===== config.mk =====
export PLATFORM = sky130hd
export DESIGN_NAME = csrg_supervisor
export DESIGN_NICKNAME = d
export VERILOG_FILES = /design/src/hw/csrg_pkg.sv /design/src/hw/csrg_debounce.sv /design/src/hw/csrg_supervisor.sv
export VERILOG_INCLUDE_DIRS = /design/src /design/src/hw
export SDC_FILE = /design/constraint.sdc
export NUM_CORES = 1
export LEC_CHECK = 0
export BUFFER_PORTS_ARGS = -buffer_cell sky130_fd_sc_hd__buf_2
export CORE_MARGIN = 2
export CORE_UTILIZATION = 48
export CTS_CLUSTER_DIAMETER = 30
export DETAILED_ROUTE_END_ITERATION = 10
export PLACE_DENSITY = 0.69
export SYNTH_ARGS = -nofsm -noshare
export SYNTH_HDL_FRONTEND = slang
export SYNTH_SLANG_ARGS = --single-unit

===== constraint.sdc =====
create_clock -name clk_sys -period 4.2 [get_ports clk_sys]
set_clock_uncertainty 0.15 [all_clocks]
set_input_delay 0.42 -clock clk_sys [delete_from_list [all_inputs] [get_ports clk_sys]]
set_output_delay 0.42 -clock clk_sys [all_outputs]
set_load 0.005 [all_outputs]

===== src/hw/csrg_params.svh =====
// constants for the processor supervisor and sram guard
//
// What this block does
// - supply fault raises power-fail, asserts reset
// - reset held 250ms after supply recovers
// - debounced button press gives 250ms reset
// - watchdog expiry without strobe forces reset
// - sram select blocked during power transients
// - sram supply from battery below switch point
// - reset pin open-drain, doubles as button
// - watchdog strobe and button ignored until power-up interval ends
`ifndef CSRG_PARAMS_SVH
`define CSRG_PARAMS_SVH

// ---------------------------------------------------------------
// clock
// ---------------------------------------------------------------
`define CSRG_CLK_HZ          25000000
`define CSRG_CLK_PER_MS      (`CSRG_CLK_HZ / 1000)

// ---------------------------------------------------------------
// timing in milliseconds
// ---------------------------------------------------------------
`define CSRG_RESET_HOLD_MS   250
`define CSRG_WATCHDOG_MS     1500
`define CSRG_DEBOUNCE_MS     10

// ---------------------------------------------------------------
// timing in clock cycles
// ---------------------------------------------------------------
`define CSRG_RESET_HOLD_CYC  (`CSRG_CLK_PER_MS * `CSRG_RESET_HOLD_MS)
`define CSRG_WATCHDOG_CYC    (`CSRG_CLK_PER_MS * `CSRG_WATCHDOG_MS)
`define CSRG_DEBOUNCE_CYC    (`CSRG_CLK_PER_MS * `CSRG_DEBOUNCE_MS)

// ---------------------------------------------------------------
// widths and reset values
// ---------------------------------------------------------------
`define CSRG_CNT_W           32
`define CSRG_CNT_ZERO        32'h0000_0000

`endif


===== src/hw/csrg_pkg.sv =====
// types for the processor supervisor and sram guard
package csrg_pkg;

    // -----------------------------------------------------------
    // supervisor states, one-hot
    // -----------------------------------------------------------
    typedef enum logic [3:0] {
        SUP_POWERUP = 4'h1,
        SUP_FAIL    = 4'h2,
        SUP_HOLD    = 4'h4,
        SUP_RUN     = 4'h8
    } csrg_state_type;

    // -----------------------------------------------------------
    // supervisor state record
    // -----------------------------------------------------------
    typedef struct packed {
        csrg_state_type state;
        logic [31:0]    holdCnt;
        logic [31:0]    dogCnt;
        logic           rstDriveOe;
        logic           powerFail;
        logic           ramSelectOutN;
        logic           batterySelect;
    } csrg_sup_type;

    // -----------------------------------------------------------
    // debouncer state record
    // -----------------------------------------------------------
    typedef struct packed {
        logic [31:0] cnt;
        logic        stableLowN;
    } csrg_deb_type;

    // -----------------------------------------------------------
    // open-drain pin group
    // -----------------------------------------------------------
    typedef struct packed {
        logic out;
        logic oe;
    } csrg_od_type;

endpackage


===== src/hw/csrg_debounce.sv =====
// debouncer for the shared reset pin used as a pushbutton
`timescale 1ns/1ps
`include "csrg_params.svh"
module csrg_debounce #(
    parameter int unsigned DEB_CYC = `CSRG_DEBOUNCE_CYC
) (
    input  wire logic clk_sys,
    input  wire logic reset_n,
    input  wire logic enable,
    input  wire logic pinInN,
    output wire logic pressed
);

    csrg_pkg::csrg_deb_type deb_ff;
    csrg_pkg::csrg_deb_type nxt_deb;

    // ---------------------------------------------------------------
    // low must stand for the full debounce time
    // ---------------------------------------------------------------
    always_comb begin
        nxt_deb = deb_ff;
        if (!enable || pinInN) begin
            nxt_deb.cnt        = `CSRG_CNT_ZERO;
            nxt_deb.stableLowN = 1'b1;
        end else if (deb_ff.cnt >= DEB_CYC - 1) begin
            nxt_deb.stableLowN = 1'b0;
        end else begin
            nxt_deb.cnt = deb_ff.cnt + 32'h0000_0001;
        end
    end

    always_ff @(posedge clk_sys or negedge reset_n) begin
        if (!reset_n) begin
            deb_ff.cnt        <= `CSRG_CNT_ZERO;
            deb_ff.stableLowN <= 1'b1;
        end else begin
            deb_ff <= nxt_deb;
        end
    end

    assign pressed = ~deb_ff.stableLowN;

endmodule


===== src/hw/csrg_supervisor.sv =====
// processor supervisor: reset, watchdog and sram guard
`timescale 1ns/1ps
`include "csrg_params.svh"
module csrg_supervisor #(
    parameter int unsigned HOLD_CYC = `CSRG_RESET_HOLD_CYC,
    parameter int unsigned DOG_CYC  = `CSRG_WATCHDOG_CYC,
    parameter int unsigned DEB_CYC  = `CSRG_DEBOUNCE_CYC
) (
    input  wire logic clk_sys,
    input  wire logic reset_n,
    input  wire logic supplyOk,
    input  wire logic supplyBelowSwitch,
    input  wire logic watchdog_kick_n,
    input  wire logic ram_select_in_n,
    input  wire logic rstPinIn,
    output wire logic rstPinOut,
    output wire logic rstPinOe,
    output wire logic ram_select_out_n,
    output wire logic sram_supply_out,
    output wire logic powerFail
);

    // ---------------------------------------------------------------
    // state
    // ---------------------------------------------------------------
    csrg_pkg::csrg_sup_type sup_ff;
    csrg_pkg::csrg_sup_type nxt_sup;
    logic                   buttonPressed;
    logic                   buttonEnable;
    logic                   holdDone;
    logic                   dogExpired;

    // ---------------------------------------------------------------
    // pushbutton on the reset pin
    // ---------------------------------------------------------------
    // button watched only when released
    always_comb begin
        buttonEnable = 1'b0;
        if ((sup_ff.state == csrg_pkg::SUP_RUN) && !sup_ff.rstDriveOe) begin
            buttonEnable = 1'b1;
        end
    end

    csrg_debounce #(
        .DEB_CYC (DEB_CYC)
    ) u_debounce (
        .clk_sys (clk_sys),
        .reset_n (reset_n),
        .enable  (buttonEnable),
        .pinInN  (rstPinIn),
        .pressed (buttonPressed)
    );

    // ---------------------------------------------------------------
    // counters
    // ---------------------------------------------------------------
    always_comb begin
        holdDone   = 1'b0;
        dogExpired = 1'b0;
        if (sup_ff.holdCnt >= HOLD_CYC - 1) begin
            holdDone = 1'b1;
        end
        if (sup_ff.dogCnt >= DOG_CYC - 1) begin
            dogExpired = 1'b1;
        end
    end

    // ---------------------------------------------------------------
    // next state
    // ---------------------------------------------------------------
    always_comb begin
        nxt_sup = sup_ff;
        unique case (sup_ff.state)
            // --------------------------------------------------
            // power-up interval
            // --------------------------------------------------
            csrg_pkg::SUP_POWERUP: begin
                nxt_sup.holdCnt = sup_ff.holdCnt + 32'h0000_0001;
                nxt_sup.dogCnt  = `CSRG_CNT_ZERO;
                if (!supplyOk) begin
                    nxt_sup.state = csrg_pkg::SUP_FAIL;
                end else if (holdDone) begin
                    nxt_sup.state   = csrg_pkg::SUP_RUN;
                    nxt_sup.holdCnt = `CSRG_CNT_ZERO;
                end
            end

            // --------------------------------------------------
            // supply out of tolerance
            // --------------------------------------------------
            csrg_pkg::SUP_FAIL: begin
                nxt_sup.holdCnt = `CSRG_CNT_ZERO;
                nxt_sup.dogCnt  = `CSRG_CNT_ZERO;
                if (supplyOk) begin
                    nxt_sup.state = csrg_pkg::SUP_HOLD;
                end
            end

            // --------------------------------------------------
            // reset hold interval
            // --------------------------------------------------
            csrg_pkg::SUP_HOLD: begin
                nxt_sup.holdCnt = sup_ff.holdCnt + 32'h0000_0001;
                nxt_sup.dogCnt  = `CSRG_CNT_ZERO;
                if (!supplyOk) begin
                    nxt_sup.state = csrg_pkg::SUP_FAIL;
                end else if (holdDone) begin
                    nxt_sup.state   = csrg_pkg::SUP_RUN;
                    nxt_sup.holdCnt = `CSRG_CNT_ZERO;
                end
            end

            // --------------------------------------------------
            // processor running
            // --------------------------------------------------
            csrg_pkg::SUP_RUN: begin
                nxt_sup.holdCnt = `CSRG_CNT_ZERO;
                if (!watchdog_kick_n) begin
                    nxt_sup.dogCnt = `CSRG_CNT_ZERO;
                end else begin
                    nxt_sup.dogCnt = sup_ff.dogCnt + 32'h0000_0001;
                end
                if (!supplyOk) begin
                    nxt_sup.state = csrg_pkg::SUP_FAIL;
                end else if (buttonPressed) begin
                    nxt_sup.state = csrg_pkg::SUP_HOLD;
                end else if (dogExpired && watchdog_kick_n) begin
                    nxt_sup.state = csrg_pkg::SUP_HOLD;
                end
            end

            // --------------------------------------------------
            // illegal code: treat as supply fault
            // --------------------------------------------------
            default: begin
                nxt_sup.state   = csrg_pkg::SUP_FAIL;
                nxt_sup.holdCnt = `CSRG_CNT_ZERO;
                nxt_sup.dogCnt  = `CSRG_CNT_ZERO;
            end
        endcase

        // -----------------------------------------------------------
        // reset drive and power-fail flag
        // -----------------------------------------------------------
        // reset drive and power-fail flag
        if (nxt_sup.state == csrg_pkg::SUP_RUN) begin
            nxt_sup.rstDriveOe = 1'b0;
        end else begin
            nxt_sup.rstDriveOe = 1'b1;
        end
        if (!supplyOk) begin
            nxt_sup.powerFail = 1'b1;
        end else begin
            nxt_sup.powerFail = 1'b0;
        end

        // -----------------------------------------------------------
        // gated sram select
        // -----------------------------------------------------------
        // gated sram select
        if (!supplyOk) begin
            nxt_sup.ramSelectOutN = 1'b1;
        end else if (nxt_sup.state == csrg_pkg::SUP_FAIL) begin
            nxt_sup.ramSelectOutN = 1'b1;
        end else if (nxt_sup.state == csrg_pkg::SUP_POWERUP) begin
            nxt_sup.ramSelectOutN = 1'b1;
        end else begin
            nxt_sup.ramSelectOutN = ram_select_in_n;
        end

        // -----------------------------------------------------------
        // sram supply source
        // -----------------------------------------------------------
        // battery switchover
        if (supplyBelowSwitch) begin
            nxt_sup.batterySelect = 1'b1;
        end else begin
            nxt_sup.batterySelect = 1'b0;
        end
    end

    // ---------------------------------------------------------------
    // state register
    // ---------------------------------------------------------------
    always_ff @(posedge clk_sys or negedge reset_n) begin
        if (!reset_n) begin
            sup_ff.state         <= csrg_pkg::SUP_POWERUP;
            sup_ff.holdCnt       <= `CSRG_CNT_ZERO;
            sup_ff.dogCnt        <= `CSRG_CNT_ZERO;
            sup_ff.rstDriveOe    <= 1'b1;
            sup_ff.powerFail     <= 1'b0;
            sup_ff.ramSelectOutN <= 1'b1;
            sup_ff.batterySelect <= 1'b0;
        end else begin
            sup_ff <= nxt_sup;
        end
    end

    // ---------------------------------------------------------------
    // outputs
    // ---------------------------------------------------------------
    // open-drain: only ever pulls low
    assign rstPinOut        = 1'b0;
    assign rstPinOe         = sup_ff.rstDriveOe;
    assign ram_select_out_n = sup_ff.ramSelectOutN;
    assign sram_supply_out  = sup_ff.batterySelect;
    assign powerFail        = sup_ff.powerFail;

endmodule


Word-level counts from Yosys, hierarchy flattened
Index checks and enable logic that the tools add are counted. W data, S select, Z words.

Input port bits: 7. RAM bits: 0. Memories: 0. Bits in registers: 105. Bits in read-only memories: 0. Bits in latches: 0.

Multipliers: 0. Shifts and indexed selects: 0. Magnitude comparators: 3. Div/mod/pow operators: 0. Bitwise logic cells: 0. Reductions and logical operators: 7. Equal/unequal tests: 8. Multiplexer cells: 21. $add $sub $neg: 3.

Operators by type and width (number): $pmux W68 S3 (1); $add A32 B1 Y32 const B (3); $mux W32 (3); $mux W36 (1); $mux W33 (1); $ge A32 B18 Y1 const B (1); $ge A32 B23 Y1 const B (1); $ge A32 B26 Y1 const B (1); $mux W4 (5); $mux W1 (10); $eq A4 B1 Y1 const B (2); $eq A4 B2 Y1 const B (2); $eq A4 B4 Y1 const B (2); $eq A4 B3 Y1 const B (1); $logic_and A1 B1 Y1 (2); $logic_not A1 Y1 (2); $ne A2 B1 Y1 const B (1); $reduce_bool A2 Y1 (1); $reduce_or A2 Y1 (1); $logic_or A1 B1 Y1 (1).

Longest topological paths before layout
Gate-level depths: netlist of the first run.

Word-level depth: 11. Mapped depth: 7. Mapped depth without buffers: 6.

Modules after synthesis
From an unflattened synthesis of the first run, not the netlist that was laid out.

Cell total of the unflattened synthesis: 540. Area, all modules: 5257.5 um^2.

Modules (own cells, without submodules): csrg_supervisor (cells each 392, area an instance 3737.3 um^2, times used 1); csrg_debounce (cells each 148, area an instance 1520.2 um^2, times used 1).

Worst setup path before layout of the first run
OpenSTA, ideal clock, no wires.

Path kind: register to register. Start point: register u_debounce.deb_ff[12] (netlist bit). End point: register u_debounce.deb_ff[11] (netlist bit). Setup time: 0.078 ns. Data required time: 3.972 ns. Stages on the path, launching flop included: 7. Period minus slack after synthesis: 2.241 ns. Path slack: 1.959 ns. Arrival time: 2.013 ns. Path through: dfrtp_1 > nor4_2 > a311oi_1 > or4_4 > clkbuf_2 > or3_1 > a21oi_1.

Cells in the longest elaborated chain, start to end: 2.

Ends and longest elaborated chain: start: declaration (RTL line csrg_debounce.sv:14) `csrg_pkg::csrg_deb_type deb_ff;`; start signal: assignment (RTL line csrg_debounce.sv:37) `deb_ff <= nxt_deb;`; $ge A32 B18 Y1 (RTL line csrg_debounce.sv:25) `end else if (deb_ff.cnt >= DEB_CYC - 1) begin`; $ne A2 B1 Y1 (no line).

Every way passes these cells. A chain may end at the register's enable or synchronous reset.

Worst setup path in the final report of the first run
Start point: register u_debounce.deb_ff[5] (netlist bit). End point: register u_debounce.deb_ff[15] (netlist bit).

Cells in the longest elaborated chain, start to end: 3.

Ends and longest elaborated chain: $add A32 B1 Y32 (RTL line csrg_debounce.sv:28) `nxt_deb.cnt = deb_ff.cnt + 32'h0000_0001;`; $mux W32 (RTL line csrg_debounce.sv:25); $mux W33 (RTL line csrg_debounce.sv:22) `if (!enable || pinInN) begin`.

Parallel ways exist; a longest one is shown, timed or not. The select of a mux whose other input is x is not followed.

==> metrics.md, run 1 <==
| Metric | Value |
|---|---|
| Filler cells | `920` |
| Synth top area share | `49.1%` |
| CP Capture Type | `flop` |
| Area Overhead vs Synth | `8.09%` |
| Ys async rst share | `100%` |
| Post-synth top area cell | `dfrtp_1` |
| Drt wl/cell | `14.3 um` |
| CP startpoint | `u_debounce.deb_ff[5]` |
| Commonest cells after routing, fill and taps aside | `dfrtp_1 (101), nor2_1 (86), nand2_1 (38)` |
| Clock Latency Late Sink | `0.37 ns` |
| Hold Path Class | `in2async` |
| Syn Nets | `~550` |
| Post-synth top flop | `dfrtp_1` |
| Layout Cells excl Fill | `691` |
| Sw frac | `23.2%` |
| Hpwl dp | `about 6.7 mm` |
| Largest cells by area after synthesis | `dfrtp_1 (49%), nor2_1 (6.3%), xnor2_1 (6.1%), xor2_1 (4.4%), nand3_1 (3.4%)` |
| Pre-CTS setup slack | `approximately 1.7 ns` |
| First-pass GRT wire length | `17.5 mm` |
| PD cells | `324 nW/um^2` |
| Final GP Congestion | `0.819` |
| Vias in the first global route | `3,758` |
| Initial core utilization | `approximately 50%` |
| Cell area after synthesis | `5150 um^2` |
| Total negative slack | `0 ns` |
| Residual DRC | `0` |
| Nets | `559` |
| Routed vias | `about 3,900` |
| Clock root buffer | `clkbuf_8` |
| Setup Crit Path Kind | `reg2reg` |
| Buf/Inv on CP | `0` |
| CP max stage delay | `around 0.63 ns` |
| Worst setup margin | `1.72 ns` |
| Critical path cell sequence | `o31ai_1, a311oi_1, or4_4, or3_2, a21oi_1` |
| Worst Tran Pin Value | `0.954 ns` |
| Total GRT Usage | `a little under a fifth` |
| Number of cells after detailed placement | `673` |
| Yosys cell types | `46` |
| Status | `finished clean` |
| Register area share after synthesis | `51.1%` |
| Clock buffer depth | `2` |
| Worst-path fanout max | `14` |
| Rel. slew slack | `35.8%` |
| Combinational share of power | `4.0%` |
| Tcrit/Tclk final | `59.0%` |
| R2R Path Start | `u_debounce.deb_ff[5]` |
| WL final | `~9.9 mm` |
| CTS tree | `done` |
| Min cycle time layout | `2.48 ns` |
| Site Rows | `37` |
| DP Area | `roughly 5300 um^2` |
| Clock sink count | `approximately 110` |
| Final Hold Fails | `0` |
| 1st-iter DRT viols | `roughly 200` |
| Chip width | `approximately 110 um` |
| Worst vdd ir | `0.000274 V` |
| Die Y | `108 um` |
| Core ar. | `10,400 um^2` |
| P_sw | `0.419 mW` |
| Antenna violations before repair | `0` |
| Drt first pass iters | `5` |
| Fmax | `403 MHz` |
| Post-CTS Setup Inserts | `0` |
| DIE AREA | `11,600 um^2` |
| H-Tree Depth | `3` |
| CTS buffer count | `9` |
| Post-synthesis register bit count | `between 100 and 150` |
| Warnings from Yosys | `0` |
| Number of synthesized flops with an enable pin | `0` |
| CP delay by family, top | `simple AND/OR/NAND/NOR gates` |
| Num ports | `12` |
| Avg Cell Area, Syn | `9.46 um^2` |
| RSZ-0062 raised after global routing | `no` |
| Fin. max-slew vios | `0` |
| Final setup viols | `0` |
| I/O Buffers | `10` |
| Share of cells above drive strength 1 | `under 10%` |
| Worst endpoint required time | `4.34 ns` |
| Cell count after synthesis | `between 500 and 600` |
| Detail Route Antenna Nets | `0` |
| Sequential Power Share | `between 50% and 60%` |
| P_int | `1.38 mW` |
| Crit-path slowest cell | `or4_4` |
| CP startpoint kind | `flop` |
| Leakage Power | `around 2.2 nW` |
| Commonest non-fill, non-tap cell in the layout | `dfrtp_1` |
| Total Power | `1.80 mW` |
| Total gr overflow | `0` |
| Max-cap violation count | `0` |
| Via/cell ratio | `5.61` |
| Final Core Density | `53.7%` |
| Clock power frac | `38.7%` |
| Finished Cell Area | `5570 um^2` |
| Clock Pin Slew Worst Setup and Hold Paths | `0.10 ns` |
| Largest net degree at the start of global routing | `about 80` |
| Critical Path AT | `2.62 ns` |
| Hold WS | `between 0.03 and 0.04 ns` |
-- synth_stat cells (2+ instances only) --
cell type	number
o211ai_1	3
xnor2_1	36
or3_1	11
and2_1	5
or2_2	3
nand2b_1	3
nor4_1	14
ha_1	3
and4_1	12
dfstp_2	4
nor2_1	86
nor4b_1	3
nor3_1	25
nand3_1	35
mux2i_1	2
dfrtp_1	101
a21oi_1	18
inv_1	12
xor2_1	26
o31ai_1	3
and3_1	22
or4_1	3
clkbuf_1	19
a31o_2	3
nand4_1	20
nand2_1	38
o21ai_0	15
-- worst register-to-register path, cell delays in order (launching register included) --
cell and delay, ns:
dfrtp_1 0.44, o31ai_1 0.33, a311oi_1 0.20, or4_4 0.64
or3_2 0.48, a21oi_1 0.16
-- kinds of logic (layout without fill, tap and decap cells) --
family | count (synthesis) | after routing | share of synthesized area, %
DFF | 105 | 105 | 51.1
AOI/OAI and AO/OA | 52 | 52 | 6.22
adders and majority gates | 3 | 3 | 0.729
other | 1 | 2 | 0.0728
muxes | 2 | 2 | 0.389
xor gates and xnor gates | 62 | 62 | 10.5
buffers and inverters | 33 | 43 | 2.50
and+or+nand+nor | 286 | 286 | 28.4
-- worst paths after layout --
path,depth (start not counted),to,slack [ns]
worst min register to register,2,u_debounce.deb_ff[0],0.32
min in group clk_sys,3,ram_select_out_n,0.14
worst max register to register,5,u_debounce.deb_ff[15],1.72
worst min-delay path,1,u_debounce.deb_ff[16],0.03
max in group asynchronous,2,sup_ff[31],2.92
worst max-delay path,5,u_debounce.deb_ff[15],1.72
-- metal layers --
metal	vias up	global-route usage, %	wire, um
met2	49	29.8	4680
met5	-	0	0
met1	1900	25.9	4760
li1	1921	-	-
met3	8	4.72	326
met4	0	5.95	102
-- registers in the layout (all words and copies together), names as in the netlist --
| signal | flops |
|---|---|
| sup_ff | 68 |
| powerFail | 1 |
| rstPinOe | 1 |
| ram_select_out_n | 1 |
| sram_supply_out | 1 |
| u_debounce.deb_ff | 33 |
-- power groups by stage --
stage	Sequential [mW]	Clock [mW]	Combinational (mW)
after floorplan	1.05	0	0.0424
after global placement	1.05	0	0.0724
after detailed placement	1.05	0	0.0746
after CTS	1.03	0.725	0.0755
after global routing	1.03	0.765	0.0852
final	1.03	0.698	0.0723
-- area by class of cell --
type                            count  area, um^2  share of cell area [%]
Multi-Input combinational cell    406        2400                    43.1
Tap cell                          136         170                    3.06
Antenna cell                        1        2.50                  0.0450
Timing Repair Buffer               15        92.6                    1.66
Inverter                           12        45.0                   0.809
Clock inverter                      7         101                    1.82
Sequential cell                   105        2630                    47.3
Clock buffer                        9         124                    2.23
-- repair_timing --
item                      in CTS  in global routing
resized for setup              0                  0
hold buffers                   1                  0
hold endpoints to repair       1                  0
Power figures use the tool's default switching activity.
==> run 2, diff against run 1 <==
- ABC_AREA: unset -> 1
- PLACE_DENSITY: 0.69 -> 0.71
- clock period: 4.2 -> 2.1 ns (I/O delays scaled with it)
==> metrics.md, run 2 <==
| Metric | Value |
|---|---|
| Clock power frac | `43.6%` |
| Register area share after synthesis | `45.9%` |
| Antenna violations before repair | `0` |
| Core ar. | `11,600 um^2` |
| CTS buffer count | `9` |
| Crit-path slowest cell | `dfrtp_1` |
| Critical path cell sequence | `ha_2, nand3_1, buf_4, nor2_1, inv_1, nor2_1, inv_1, nor2_2, nor2_1, nor4_2` |
| Largest net degree at the start of global routing | `106` |
| P_sw | `0.896 mW` |
| Rel. slew slack | `62.4%` |
| Largest cells by area after synthesis | `dfrtp_1 (44%), nand2_1 (10%), nor2_1 (8.6%), inv_1 (6.5%), nand3_1 (4.0%)` |
| Regs by FF count | `sup_ff x68, u_debounce.deb_ff x33` |
| Post-synth top area cell | `dfrtp_1` |
| I/O Buffers | `10` |
| Met1 usage | `29.1%` |
| Total GRT Usage | `22.3%` |
| Site Rows | `39` |
| Worst endpoint required time | `2.21 ns` |
| P_int | `3.02 mW` |
| Residual DRC | `0` |
| Final setup viols | `0` |
| Number of synthesized flops with an enable pin | `0` |
| Share of cells above drive strength 1 | `around 11%` |
| CP startpoint kind | `flop` |
| Combinational share of power | `4.3%` |
| Tcrit/Tclk final | `roughly 93%` |
| FF+latch area | `2630 um^2` |
| Total gr overflow | `0` |
| Clock Latency Late Sink | `0.36 ns` |
| Finished Cell Area | `6560 um^2` |
| DIE AREA | `about 13,000 um^2` |
| Drt first pass iters | `5` |
| Top cells by count, synth | `nand2_1 (157), nor2_1 (132), dfrtp_1 (101)` |
| Final GP Congestion | `between 0.9 and 1` |
| Clock Pin Slew Worst Setup and Hold Paths | `0.07 ns` |
| Commonest cells after routing, fill and taps aside | `nand2_1 (156), nor2_1 (126), dfrtp_1 (101)` |
| Hold Path Class | `in2reg` |
| Total Power | `around 4 mW` |
| Drt wl/cell | `approximately 14 um` |
| Sw frac | `22.9%` |
| Die Y | `113 um` |
| Most common cell in the netlist | `nand2_1` |
| Num ports | `12` |
| Worst Tran Pin Value | `between 0.5 and 0.6 ns` |
| Worst path most repeated cell | `nor2_1` |
| Nets | `816` |
| Worst vdd ir | `0.000611 V` |
| Fmax | `510 MHz` |
| Area of the multi-input gates | `2710 um^2` |
| Status | `finished clean` |
| Max reg flops | `roughly 70` |
| Syn Nets | `770` |
| Antenna Cells | `0` |
| Detail Route Antenna Nets | `0` |
| Critical Path AT | `around 2.1 ns` |
| Clock sink count | `around 110` |
| Cell count after synthesis | `760` |
| Via/cell ratio | `5.36` |
| Met3 Use GR | `6.11%` |
| Post-synth top flop | `dfrtp_1` |
| Min cycle time layout | `1.96 ns` |
| Leakage Power | `roughly 2.7 nW` |
| Hpwl dp | `9.66 mm` |
| Filler cells | `1,081` |
| Clock buffer depth | `2` |
| Fin. max-slew vios | `0` |
| Cell area after synthesis | `about 5700 um^2` |
| WL final | `around 13 mm` |
| CTS tree | `done` |
| Routed vias | `about 5,000` |
| CP Capture Type | `flop` |
| Post-synthesis register bit count | `105` |
| Ys async rst share | `100%` |
| H-Tree Depth | `3` |
| 1st-iter DRT viols | `358` |
| Setup Crit Path Kind | `reg2reg` |
| Chip width | `approximately 110 um` |
| Sequential Power Share | `52.1%` |
| Pre-CTS setup slack | `0.0476 ns` |
| Final Hold Fails | `0` |
| Commonest non-fill, non-tap cell in the layout | `nand2_1` |
| First-pass GRT wire length | `23.2 mm` |
| Clock root buffer | `clkbuf_16` |
| CP max stage delay | `~0.37 ns` |
| Max-cap violation count | `0` |
| Vias in the first global route | `5,103` |
| Biggest register | `sup_ff` |
| GR peak layer | `met2` |
| Synth top area share | `44.0%` |
| Worst-path fanout max | `4` |
| Worst setup margin | `between 0.1 and 0.15 ns` |
| PD cells | `between 500 and 600 nW/um^2` |
| Yosys cell types | `35` |
| DP Area | `6120 um^2` |
| Avg Cell Area, Syn | `7.55 um^2` |
| Warnings from Yosys | `0` |
| Met2 Use GR | `36.9%` |
| Area Overhead vs Synth | `14.3%` |
| Initial core utilization | `between 40% and 50%` |
## run 2: layout make-up
type	count	area share (%)
sequential	105	40.1
tap	143	2.73
clock buffer	11	3.55
inverter	105	6.08
timing repair buffer	44	5.26
clock inverter	5	1.01
multi-input combinational	541	41.2
## run 2: final timing paths
path / start / end / slack [ns] / cells past startpoint
max: sup_ff[37] / sup_ff[50] / 0.14 / 10
min: rstPinIn / u_debounce.deb_ff[13] / 0.13 / 5
max reg2reg: sup_ff[37] / sup_ff[50] / 0.14 / 10
min reg2reg: u_debounce.deb_ff[23] / u_debounce.deb_ff[23] / 0.34 / 2
max in group asynchronous: reset_n / sup_ff[55] / 1.07 / 3
min in group asynchronous: reset_n / sup_ff[11] / 0.28 / 3
## run 2: layer usage
layer / vias to the layer above / wire, um
li1: 2562 / -
met1: 2412 / 6030
met2: 121 / 6260
met4: 0 / 172
met5: - / 0
met3: 17 / 661
## run 2: cell families after synthesis
| family | share of synthesized area [%] |
|---|---|
| compound gates | 6.78 |
| xor+xnor | 4.73 |
| fa+ha+maj | 0.654 |
| buf+inv | 7.80 |
| flops | 45.9 |
| other cells | 0.0653 |
| simple gates | 34.1 |
## run 2: per-stage QoR
step	utilization (%)	instances	hold slack, ns	TNS (ns)
floorplan	-	760	-0.236	0
global placement	53.0	928	0.168	0
detailed placement	53.0	928	0.170	0
CTS	56.0	949	0.109	0
global route	56.7	954	0.157	-0.00626
finish	56.7	954	0.126	0
## run 2: power groups by stage
stage / combinational (mW) / clock, mW / sequential (mW)
6_report: 0.167 / 1.71 / 2.04
4_1_cts: 0.166 / 1.76 / 2.04
5_1_grt: 0.188 / 1.84 / 2.04
3_5_place_dp: 0.158 / 0 / 2.08
2_1_floorplan: 0.0646 / 0 / 2.08
3_3_place_gp: 0.155 / 0 / 2.08
## run 2: timing repair
| action | 4_1_cts | 5_1_grt |
|---|---|---|
| hold buffers | 5 | 0 |
| gates resized for setup | 0 | 16 |
| buffers inserted | 0 | 5 |
| endpoints found under the hold margin | 108 | 0 |
| endpoints found under the setup margin | 0 | 36 |
## run 2: worst max-delay path, delay by kind of cell, from the launching register on
kind	cells	cell delay, ns
fa+ha+maj	1	0.20
buf+inv	3	0.35
flops	1	0.37
simple gates	6	0.79
